--- config.mk ---
export PLATFORM = sky130hd
export DESIGN_NAME = usc_ctrl
export DESIGN_NICKNAME = d
export VERILOG_FILES = /design/src/common/usc_pkg.sv /design/src/rtl/usc_ctrl.sv
export SDC_FILE = /design/constraint.sdc
export NUM_CORES = 1
export LEC_CHECK = 0
export ABC_AREA = 0
export BUFFER_PORTS_ARGS = -buffer_cell sky130_fd_sc_hd__buf_4
export CAP_MARGIN = 10
export CORE_MARGIN = 2
export CORE_UTILIZATION = 50
export CTS_CLUSTER_SIZE = 30
export DETAILED_ROUTE_END_ITERATION = 8
export PLACE_DENSITY = 0.85
export REMOVE_ABC_BUFFERS = 1
export SLEW_MARGIN = 20
export SYNTH_ARGS = -nofsm -noshare
export SYNTH_HDL_FRONTEND = slang
export SYNTH_SLANG_ARGS = --single-unit
--- constraint.sdc ---
create_clock -name hclk -period 4.28 [get_ports hclk]
set_input_delay 0.856 -clock hclk [delete_from_list [all_inputs] [get_ports hclk]]
set_output_delay 0.856 -clock hclk [all_outputs]
set_load 0.05 [all_outputs]
--- src/common/usc_pkg.sv ---
// Constants, field layout and pin carrier of the serial shift control block
package usc_pkg;

   // Register byte offsets on the bus
   localparam logic [7:0] CTRL_OFS = 8'h00;
   localparam logic [7:0] PLACE_OFS = 8'h04;
   localparam logic [7:0] STAT_OFS = 8'h08;
   localparam logic [7:0] DATA_OFS = 8'h0c;
   localparam logic [7:0] PORT_OFS = 8'h10;

   // Control register fields
   localparam int CTRL_SIE = 7;
   localparam int CTRL_OIE = 6;
   localparam int CTRL_WM_LO = 4;
   localparam int CTRL_CS_LO = 2;
   localparam int CTRL_CLK = 1;
   localparam int CTRL_TC = 0;

   // Status register fields
   localparam int STAT_SIF = 7;
   localparam int STAT_OIF = 6;
   localparam int STAT_CNT_LO = 0;

   // Pin placement and port register fields
   localparam int PLACE_POS = 0;
   localparam int PORT_DAT_LO = 0;
   localparam int PORT_DIR_LO = 4;
   localparam int PIN_DI = 0;
   localparam int PIN_DO = 1;
   localparam int PIN_CK = 2;

   // Wire modes and clock sources
   localparam logic [1:0] WM_OFF = 2'h0;
   localparam logic [1:0] WM_THREE = 2'h1;
   localparam logic [1:0] WM_TWO = 2'h2;
   localparam logic [1:0] WM_TWO_HOLD = 2'h3;
   localparam logic [1:0] CS_SOFT = 2'h0;
   localparam logic [1:0] CS_TIMER = 2'h1;

   // Reset values and counter limit
   localparam logic [7:0] BYTE_RST = 8'h00;
   localparam logic [3:0] CNT_RST = 4'h0;
   localparam logic [3:0] CNT_MAX = 4'hf;
   localparam logic [2:0] PORT_RST = 3'h0;

   // Outputs of one pin set; enables are active low
   typedef struct packed {
      logic di_out;
      logic di_oe_n;
      logic di_pullup;
      logic do_out;
      logic do_oe_n;
      logic ck_out;
      logic ck_oe_n;
      logic ck_pullup;
   } usc_pinset_s;

   localparam usc_pinset_s PINSET_IDLE = '{di_out: 1'b0, di_oe_n: 1'b1,
      di_pullup: 1'b0, do_out: 1'b0, do_oe_n: 1'b1, ck_out: 1'b0,
      ck_oe_n: 1'b1, ck_pullup: 1'b0};

endpackage

--- src/rtl/usc_ctrl.sv ---
// Serial shift control block: AHB-Lite registers, clocking, pin drive
`timescale 1ns/100ps
module usc_ctrl
   import usc_pkg::*;
#(
   parameter int DEC_W = 8
) (
   // Clock, reset, enable
   input wire logic hclk,
   input wire logic hresetn,
   input wire logic ce,
   // AHB-Lite slave
   input wire logic hsel,
   input wire logic [31:0] haddr,
   input wire logic [1:0] htrans,
   input wire logic hwrite,
   input wire logic [2:0] hsize,
   input wire logic [31:0] hwdata,
   input wire logic hready,
   output logic hreadyout,
   output logic hresp,
   output logic [31:0] hrdata,
   // Timer compare match, same clock
   input wire logic tc0_match,
   // Port B pin set
   input wire logic pb_di_in,
   input wire logic pb_ck_in,
   output usc_pinset_s pb_pins,
   // Port A pin set
   input wire logic pa_di_in,
   input wire logic pa_ck_in,
   output usc_pinset_s pa_pins
);

   initial begin
      if (DEC_W < 5 || DEC_W > 32) begin
         $error("DEC_W must lie between 5 and 32");
      end
   end

   // Bus phase tracking
   logic wr_pend_q;
   logic rd_pend_q;
   logic [DEC_W-1:0] addr_q;
   logic [31:0] hrdata_q;
   logic [31:0] rd_mux;

   // Registers
   logic [1:0] ie_q;
   logic [1:0] wm_q;
   logic [1:0] cs_q;
   logic clksel_q;
   logic pos_q;
   logic start_q;
   logic ovf_q;
   logic [3:0] cnt_q;
   logic [7:0] data_q;
   logic dout_q;
   logic [2:0] port_q;
   logic [2:0] ddr_q;

   // Link sampling
   logic di_m_q;
   logic ck_m_q;
   logic di_s_q;
   logic ck_s_q;
   logic di_prev_q;
   logic ck_prev_q;

   // Decoded events
   logic [7:0] wd;
   logic ctrl_wr;
   logic place_wr;
   logic stat_wr;
   logic data_wr;
   logic port_wr;
   logic soft_tick;
   logic tog_wr;
   logic tog_cnt_tick;
   logic timer_tick;
   logic ck_rise;
   logic ck_fall;
   logic ext_shift;
   logic ext_latch;
   logic ext_cnt;
   logic shift_tick;
   logic shift_in;
   logic cnt_inc;
   logic cnt_wrap;
   logic start_det;
   logic hold;
   logic dout;
   usc_pinset_s act;

   function automatic logic hit(input logic [DEC_W-1:0] a,
                                input logic [7:0] ofs);
      hit = (a == DEC_W'(ofs));
   endfunction

   // Address phase; reads take one wait state so writes land first
   always_ff @(posedge hclk or negedge hresetn) begin
      if (!hresetn) begin
         wr_pend_q <= 1'b0;
         rd_pend_q <= 1'b0;
         addr_q <= '0;
      end else if (ce) begin
         if (hsel && hready && htrans[1]) begin
            wr_pend_q <= hwrite;
            rd_pend_q <= !hwrite;
            addr_q <= haddr[DEC_W-1:0];
         end else begin
            wr_pend_q <= 1'b0;
            rd_pend_q <= 1'b0;
         end
      end
   end

   always_ff @(posedge hclk or negedge hresetn) begin
      if (!hresetn) begin
         hrdata_q <= '0;
      end else if (ce && rd_pend_q) begin
         hrdata_q <= rd_mux;
      end
   end

   assign hreadyout = !rd_pend_q;
   assign hresp = 1'b0;
   assign hrdata = hrdata_q;

   assign wd = hwdata[7:0];
   assign ctrl_wr = wr_pend_q && hit(addr_q, CTRL_OFS);
   assign place_wr = wr_pend_q && hit(addr_q, PLACE_OFS);
   assign stat_wr = wr_pend_q && hit(addr_q, STAT_OFS);
   assign data_wr = wr_pend_q && hit(addr_q, DATA_OFS);
   assign port_wr = wr_pend_q && hit(addr_q, PORT_OFS);

   // Strobe bits are left out of the read mux, so they read as zero
   always_comb begin
      rd_mux = '0;
      if (hit(addr_q, CTRL_OFS)) begin
         rd_mux[CTRL_SIE] = ie_q[1];
         rd_mux[CTRL_OIE] = ie_q[0];
         rd_mux[CTRL_WM_LO+:2] = wm_q;
         rd_mux[CTRL_CS_LO+:2] = cs_q;
      end else if (hit(addr_q, PLACE_OFS)) begin
         rd_mux[PLACE_POS] = pos_q;
      end else if (hit(addr_q, STAT_OFS)) begin
         rd_mux[STAT_SIF] = start_q;
         rd_mux[STAT_OIF] = ovf_q;
         rd_mux[STAT_CNT_LO+:4] = cnt_q;
      end else if (hit(addr_q, DATA_OFS)) begin
         rd_mux[7:0] = data_q;
      end else if (hit(addr_q, PORT_OFS)) begin
         rd_mux[PORT_DAT_LO+:3] = port_q;
         rd_mux[PORT_DIR_LO+:3] = ddr_q;
      end
   end

   // Control and placement registers
   always_ff @(posedge hclk or negedge hresetn) begin
      if (!hresetn) begin
         ie_q <= 2'h0;
         wm_q <= WM_OFF;
         cs_q <= CS_SOFT;
         clksel_q <= 1'b0;
         pos_q <= 1'b0;
      end else if (ce) begin
         if (ctrl_wr) begin
            ie_q <= {wd[CTRL_SIE], wd[CTRL_OIE]};
            wm_q <= wd[CTRL_WM_LO+:2];
            cs_q <= wd[CTRL_CS_LO+:2];
            clksel_q <= wd[CTRL_CLK];
         end
         if (place_wr) begin
            pos_q <= wd[PLACE_POS];
         end
      end
   end

   // Link inputs from the selected pin set, two flops deep
   always_ff @(posedge hclk or negedge hresetn) begin
      if (!hresetn) begin
         di_m_q <= 1'b1;
         ck_m_q <= 1'b1;
         di_s_q <= 1'b1;
         ck_s_q <= 1'b1;
         di_prev_q <= 1'b1;
         ck_prev_q <= 1'b1;
      end else if (ce) begin
         di_m_q <= pos_q ? pa_di_in : pb_di_in;
         ck_m_q <= pos_q ? pa_ck_in : pb_ck_in;
         di_s_q <= di_m_q;
         ck_s_q <= ck_m_q;
         di_prev_q <= di_s_q;
         ck_prev_q <= ck_s_q;
      end
   end

   assign ck_rise = ck_s_q && !ck_prev_q;
   assign ck_fall = !ck_s_q && ck_prev_q;

   // Clock source selection; new field value counts with its strobe
   assign soft_tick = ctrl_wr && wd[CTRL_CLK]
                      && wd[CTRL_CS_LO+:2] == CS_SOFT;
   assign tog_wr = ctrl_wr && wd[CTRL_TC];
   assign tog_cnt_tick = tog_wr && wd[CTRL_CS_LO+1]
                         && wd[CTRL_CLK];
   assign timer_tick = tc0_match && cs_q == CS_TIMER;
   assign ext_shift = cs_q[1]
                      && (cs_q[0] ? ck_fall : ck_rise);
   assign ext_latch = cs_q[1] && (cs_q[0] ? ck_rise : ck_fall);
   assign ext_cnt = cs_q[1] && !clksel_q
                    && (ck_rise || ck_fall);
   assign shift_tick = soft_tick || timer_tick || ext_shift;
   assign shift_in = soft_tick ? di_prev_q : di_s_q;
   assign cnt_inc = soft_tick || timer_tick || ext_cnt || tog_cnt_tick;
   assign cnt_wrap = cnt_inc && cnt_q == CNT_MAX && !stat_wr;

   // Counter; a software write overrides a coincident count
   always_ff @(posedge hclk or negedge hresetn) begin
      if (!hresetn) begin
         cnt_q <= CNT_RST;
      end else if (ce) begin
         if (stat_wr) begin
            cnt_q <= wd[STAT_CNT_LO+:4];
         end else if (cnt_inc) begin
            cnt_q <= cnt_q + 4'h1;
         end
      end
   end

   // Sticky flags; a start beats a clear in the same cycle, any status write suppresses a wrap
   assign start_det = wm_q[1] && ck_s_q && !di_s_q
                      && di_prev_q;

   always_ff @(posedge hclk or negedge hresetn) begin
      if (!hresetn) begin
         start_q <= 1'b0;
         ovf_q <= 1'b0;
      end else if (ce) begin
         if (start_det) begin
            start_q <= 1'b1;
         end else if (stat_wr && wd[STAT_SIF]) begin
            start_q <= 1'b0;
         end
         if (cnt_wrap) begin
            ovf_q <= 1'b1;
         end else if (stat_wr && wd[STAT_OIF]) begin
            ovf_q <= 1'b0;
         end
      end
   end

   // Data register and its output latch
   always_ff @(posedge hclk or negedge hresetn) begin
      if (!hresetn) begin
         data_q <= BYTE_RST;
      end else if (ce) begin
         if (data_wr) begin
            data_q <= wd;
         end else if (shift_tick) begin
            data_q <= {data_q[6:0], shift_in};
         end
      end
   end

   always_ff @(posedge hclk or negedge hresetn) begin
      if (!hresetn) begin
         dout_q <= 1'b0;
      end else if (ce && ext_latch) begin
         dout_q <= data_q[7];
      end
   end

   // Internal clocks see the latch as transparent
   assign dout = cs_q[1] ? dout_q : data_q[7];

   // Port bits and directions; toggle ignores direction
   always_ff @(posedge hclk or negedge hresetn) begin
      if (!hresetn) begin
         port_q <= PORT_RST;
         ddr_q <= PORT_RST;
      end else if (ce) begin
         if (port_wr) begin
            port_q <= wd[PORT_DAT_LO+:3];
            ddr_q <= wd[PORT_DIR_LO+:3];
         end else if (tog_wr) begin
            port_q[PIN_CK] <= !port_q[PIN_CK];
         end
      end
   end

   assign hold = start_q
                 || (wm_q == WM_TWO_HOLD && ovf_q);

   // Pin drive for the active set
   always_comb begin
      act.di_out = port_q[PIN_DI];
      act.di_oe_n = !ddr_q[PIN_DI];
      act.di_pullup = !ddr_q[PIN_DI] && port_q[PIN_DI];
      act.do_out = port_q[PIN_DO];
      act.do_oe_n = !ddr_q[PIN_DO];
      act.ck_out = port_q[PIN_CK];
      act.ck_oe_n = !ddr_q[PIN_CK];
      act.ck_pullup = !ddr_q[PIN_CK] && port_q[PIN_CK];
      unique case (wm_q)
         WM_OFF: begin
         end
         WM_THREE: begin
            act.do_out = dout;
         end
         WM_TWO, WM_TWO_HOLD: begin
            act.di_out = 1'b0;
            act.di_oe_n = !(ddr_q[PIN_DI]
                            && (!dout || !port_q[PIN_DI]));
            act.di_pullup = 1'b0;
            act.do_out = dout;
            act.ck_out = 1'b0;
            act.ck_oe_n = !(ddr_q[PIN_CK]
                            && (!port_q[PIN_CK] || hold));
            act.ck_pullup = 1'b0;
         end
      endcase
   end

   assign pb_pins = pos_q ? PINSET_IDLE : act;
   assign pa_pins = pos_q ? act : PINSET_IDLE;
endmodule

Word-level counts from Yosys, hierarchy flattened
Cells that the tools add are included.
{ "totals": {"regBits": 53, "in_bits": 80, "output_inout_bits": 50, "wordCells": 143} }
{ "classes": {"addsub": 1, "eq_ne": 9, "n_mux": 36, "reduce_logical": 74} }
{ "ops": {"columns": ["op", "count"], "rows": [
  ["logical AND 1 bit", 33],
  ["two-way mux 8 bit", 4],
  ["two-way mux 1 bit", 18],
  ["two-way mux 3 bit", 6],
  ["AND reduction 2 bit", 9],
  ["equality test 8 x 4 -> 1 bit (second input constant)", 2],
  ["zero test 1 bit", 15],
  ["two-way mux 4 bit", 3],
  ["nonzero test 2 bit", 5],
  ["equality test 8 x 3 -> 1 bit (second input constant)", 1],
  ["equality test 8 x 5 -> 1 bit (second input constant)", 1],
  ["zero test 8 bit", 1],
  ["logical OR 1 bit", 8],
  ["two-way mux 7 bit", 1],
  ["two-way mux 2 bit", 3],
  ["two-way mux 6 bit", 1],
  ["adder 4 x 1 -> 4 bit (second input constant)", 1],
  ["equality test 2 x 1 -> 1 bit (second input constant)", 2],
  ["equality test 2 bit (second input constant)", 2],
  ["equality test 4 bit (second input constant)", 1],
  ["OR reduction 3 bit", 1],
  ["zero test 2 bit", 1],
  ["OR reduction 2 bit", 1]
]} }

Logic depth before layout (Yosys ltp)
{ "depth": {"ltp_word": 11, "mapped_depth": 7, "ltp_nobuf": 7} }

Worst setup path after synthesis
No wires, ideal clock.
{ "synth_path": {"kind": "flip-flop to output port", "start": "reg pos_q", "end": "out pb_pins[0] (netlist name)", "arrival_ns": 1.730, "required_ns": 3.424, "path_slack_ns": 1.694, "path_stages_with_launch": 3, "n_path_buf": 1, "cell_sequence": "dfrtp_1 > clkbuf_1 > nor3_1"} }
{ "synth_lines": {"columns": ["item", "line", "source"], "rows": [
  ["start, declared", "usc_ctrl.sv:53", "logic pos_q;"],
  ["start signal, assigned", "usc_ctrl.sv:175", "pos_q <= wd[PLACE_POS];"],
  ["end, declared", "usc_ctrl.sv:28", "output usc_pinset_s pb_pins,"]
]} }

==> out/metrics.yaml <==
global_route:
  grt_pass1_vias: 2210
  track_usage_pct: 21.1
  grt_max_degree: 54
  grt_remaining_overflow: 0
  grt_first_pass_wirelength_mm: 10.8
  antenna_found_initial: 0
cts:
  cts_tree: "built"
  cts_root_buffer: "clkbuf_8"
  clk_latency_ps: 310
  cts_buffer_depth: 2
  path_clk_slew_ps: 100
  cts_resized: 0
  holdBufCountCts: 0
  post_cts.repair.setup_buffers: 0
  cts.sinks: 53
  cts_buffers: 5
  cts_max_level: 2
cells_and_area:
  drive_gt1_share_pct: 29.4
  utilization_pct: 58.9
  layout.nets: 432
  syn2layout_area_growth_pct: 13.9
  n_antenna_cell: 0
logic_synthesis:
  yosysSeqAreaShare_pct: 43.6
  synth-edff-count: 0
  synth_seq_cells: 53
  ys_types: 56
  synth-async-reset-ratio_pct: 100
  syn_area_um2: 3060
  synth_top_area_share_pct: 38.4
  muxShareOfSynthArea_pct: 13.4
  synthXorXnorAreaFrac_pct: 0
  synthAdderAreaFrac_pct: 1.23
  yosysWarnings: 0
  synth-main-ff-cell: "dfrtp_1"
  synth_top_area_cell: "dfrtp_1"
  synth.avg_cell_area_um2: 10.1
  synth.area.top_cells: "dfrtp_1 38%, mux2_2 7.0%, buf_4 6.1%"
  yosys.area_share.simple_pct: 16.9
  synth-compound-area-share_pct: 15.8
  synthCells: 302
  synth_top_family_by_area: "simple AND/OR/NAND/NOR gates"
placed_design:
  place_hpwl_mm: 5.09
  dpl_worst_slack_ps: 1990
  routabilityCongestion: 0.895
  port_buffers: 52
job:
  maxCapViolCount: 0
critical_path:
  cp.required_ps: 3420
  crit_type: "reg2out"
  start_kind: "register"
  cp.arrival_ps: 1650
  worstSetupEndpointType: "output port"
  critPathMaxFanout: 7
die:
  pin_count: 130
  dieArea_um2: 6770
  core_um2: 5920
  row_count: 28
  die_y_um: 82.3
  initial_core_util_pct: 51.7
  die_x_um: 82.3
outcome:
  outcome: "finished, final reports clean"
sta:
  finalMaxSlewViolations: 0
  fmaxAchievable_mhz: 399
  period_share_pct: 58.5
  finalClockSkew_ps: 11.1
  hold_viol: 0
  finalSetupViolCount: 0
  slew_headroom_pct: 56.1
  fin_ws_ps: 1780
  tightest_slew_ps: 659
  rsz0062_at_grt: "false"
  whs_ps: 488
  tns_ps: 0
  period_needed_ps: 2500
hold_path:
  hold_class: "reg2reg"
route:
  drtIter0Drc: 169
  viasPerCell: 5.74
  post-route-drc-count: 0
  first_pass_iters: 5
  wl_mm: 6.81
  postRouteAntennaNets: 0
  wire_per_inst_um: 16.0
  vias: 2438
power:
  power_density_nw_per_um2: 403
  p_leak_uw: 0.00162
  vdd_drop_max_mv: 0.248
-- cells in the mapped netlist (2+ instances only) --
master and number:
a21oi_1 16, a22o_1 4, a22oi_1 5, a31oi_1 3
a32oi_1 3, and2_1 5, and3_1 3, buf_2 4
buf_4 25, clkbuf_1 7, dfrtp_1 47, dfstp_2 6
ha_1 3, inv_1 10, mux2_1 5, mux2_2 19
mux2_4 6, mux2i_1 5, nand2_1 23, nand2b_1 6
nand3_1 8, nand4_1 3, nor2_1 20, nor2_2 2
nor2b_1 7, nor3_1 5, nor3_2 2, o211ai_1 2
o21ai_0 8, o21ai_1 2, o22a_1 3, o22ai_1 8
o31ai_1 3, o41ai_1 2
-- cell usage in the layout (no fill, tap or decap), drive strengths merged, types with 6 or more instances in the layout --
master / count
inv: 11
nor3: 8
o21ai: 10
nor2: 22
nand3: 9
dfstp: 6
a21oi: 16
mux2: 30
o22ai: 8
conb: 25
nor2b: 7
dfrtp: 47
buf: 52
nand2: 23
nand2b: 6
-- state kept, by name, indices dropped and copies added, names as in the netlist, 2 cells and up --
signal / flops
port_q: 3
cnt_q: 4
hrdata: 8
addr_q: 8
ie_q: 2
data_q: 8
wm_q: 2
ddr_q: 3
cs_q: 2
-- power by group --
part,switching (uW),leakage (uW),internal (uW)
clock network,161,0.0000439,113
registers,117,0.000671,598
logic,241,0.000901,174
total,519,0.00162,885
-- logic make-up (layout without fill, tap and decap cells) --
kind of cell             Yosys count  in the layout
AO/OA/AOI/OAI                     69             69
adder cells (fa/ha/maj)            3              3
buffers and inverters             47             71
flip-flops                        53             53
multiplexers                      35             35
other                              1             25
AND/OR/NAND/NOR                   94             94
-- metal layers --
metal / routed length [um] / GRT usage [%] / up-vias
li1: - / - / 1141
met5: 0 / 0 / -
met4: 185 / 8.67 / 0
met2: 3280 / 34.1 / 109
met3: 440 / 4.35 / 19
met1: 2900 / 27.6 / 1169
-- layout make-up --
class | count | area [um2]
Inverter | 11 | 41.3
Timing Repair Buffer | 52 | 390
Fill cell | 527 | 2430
Clock inverter | 3 | 17.5
Multi-Input combinational cell | 226 | 1540
Clock buffer | 5 | 68.8
Sequential cell | 53 | 1330
Tap cell | 75 | 93.8
-- critical path, stage by stage (launching register included) --
cell,delay [ps]
dfrtp_1,490
mux2_2,390
mux2i_1,190
nor2_1,70
buf_4,210
-- worst paths after layout --
check | startpoint | endpoint | slack [ps] | depth (start not counted)
min in group asynchronous | hresetn | wm_q[0]$_DFFE_PN0P_ | 560 | 1
setup / recovery | cs_q[1]$_DFFE_PN0P_ | pb_pins[4] | 1780 | 4
hold / removal | hrdata[0]$_DFFE_PN0P_ | hrdata[0]$_DFFE_PN0P_ | 490 | 2
max in group asynchronous | hresetn | data_q[2]$_DFFE_PN0P_ | 3260 | 1
hold reg to reg | hrdata[0]$_DFFE_PN0P_ | hrdata[0]$_DFFE_PN0P_ | 490 | 2
setup reg to reg | addr_q[7]$_DFFE_PN0P_ | data_q[7]$_DFFE_PN0P_ | 1910 | 5
-- through the flow --
stage / total power (uW) / std cells / instance area, um2
after floorplan: 1000 / 290 / 2920
after detailed placement: 1140 / 417 / 3400
after CTS: 1410 / 425 / 3490
after global placement: 1120 / 417 / 3400
final: 1400 / 425 / 3490
after global routing: 1490 / 425 / 3490
(Power assumes the default switching activity.)
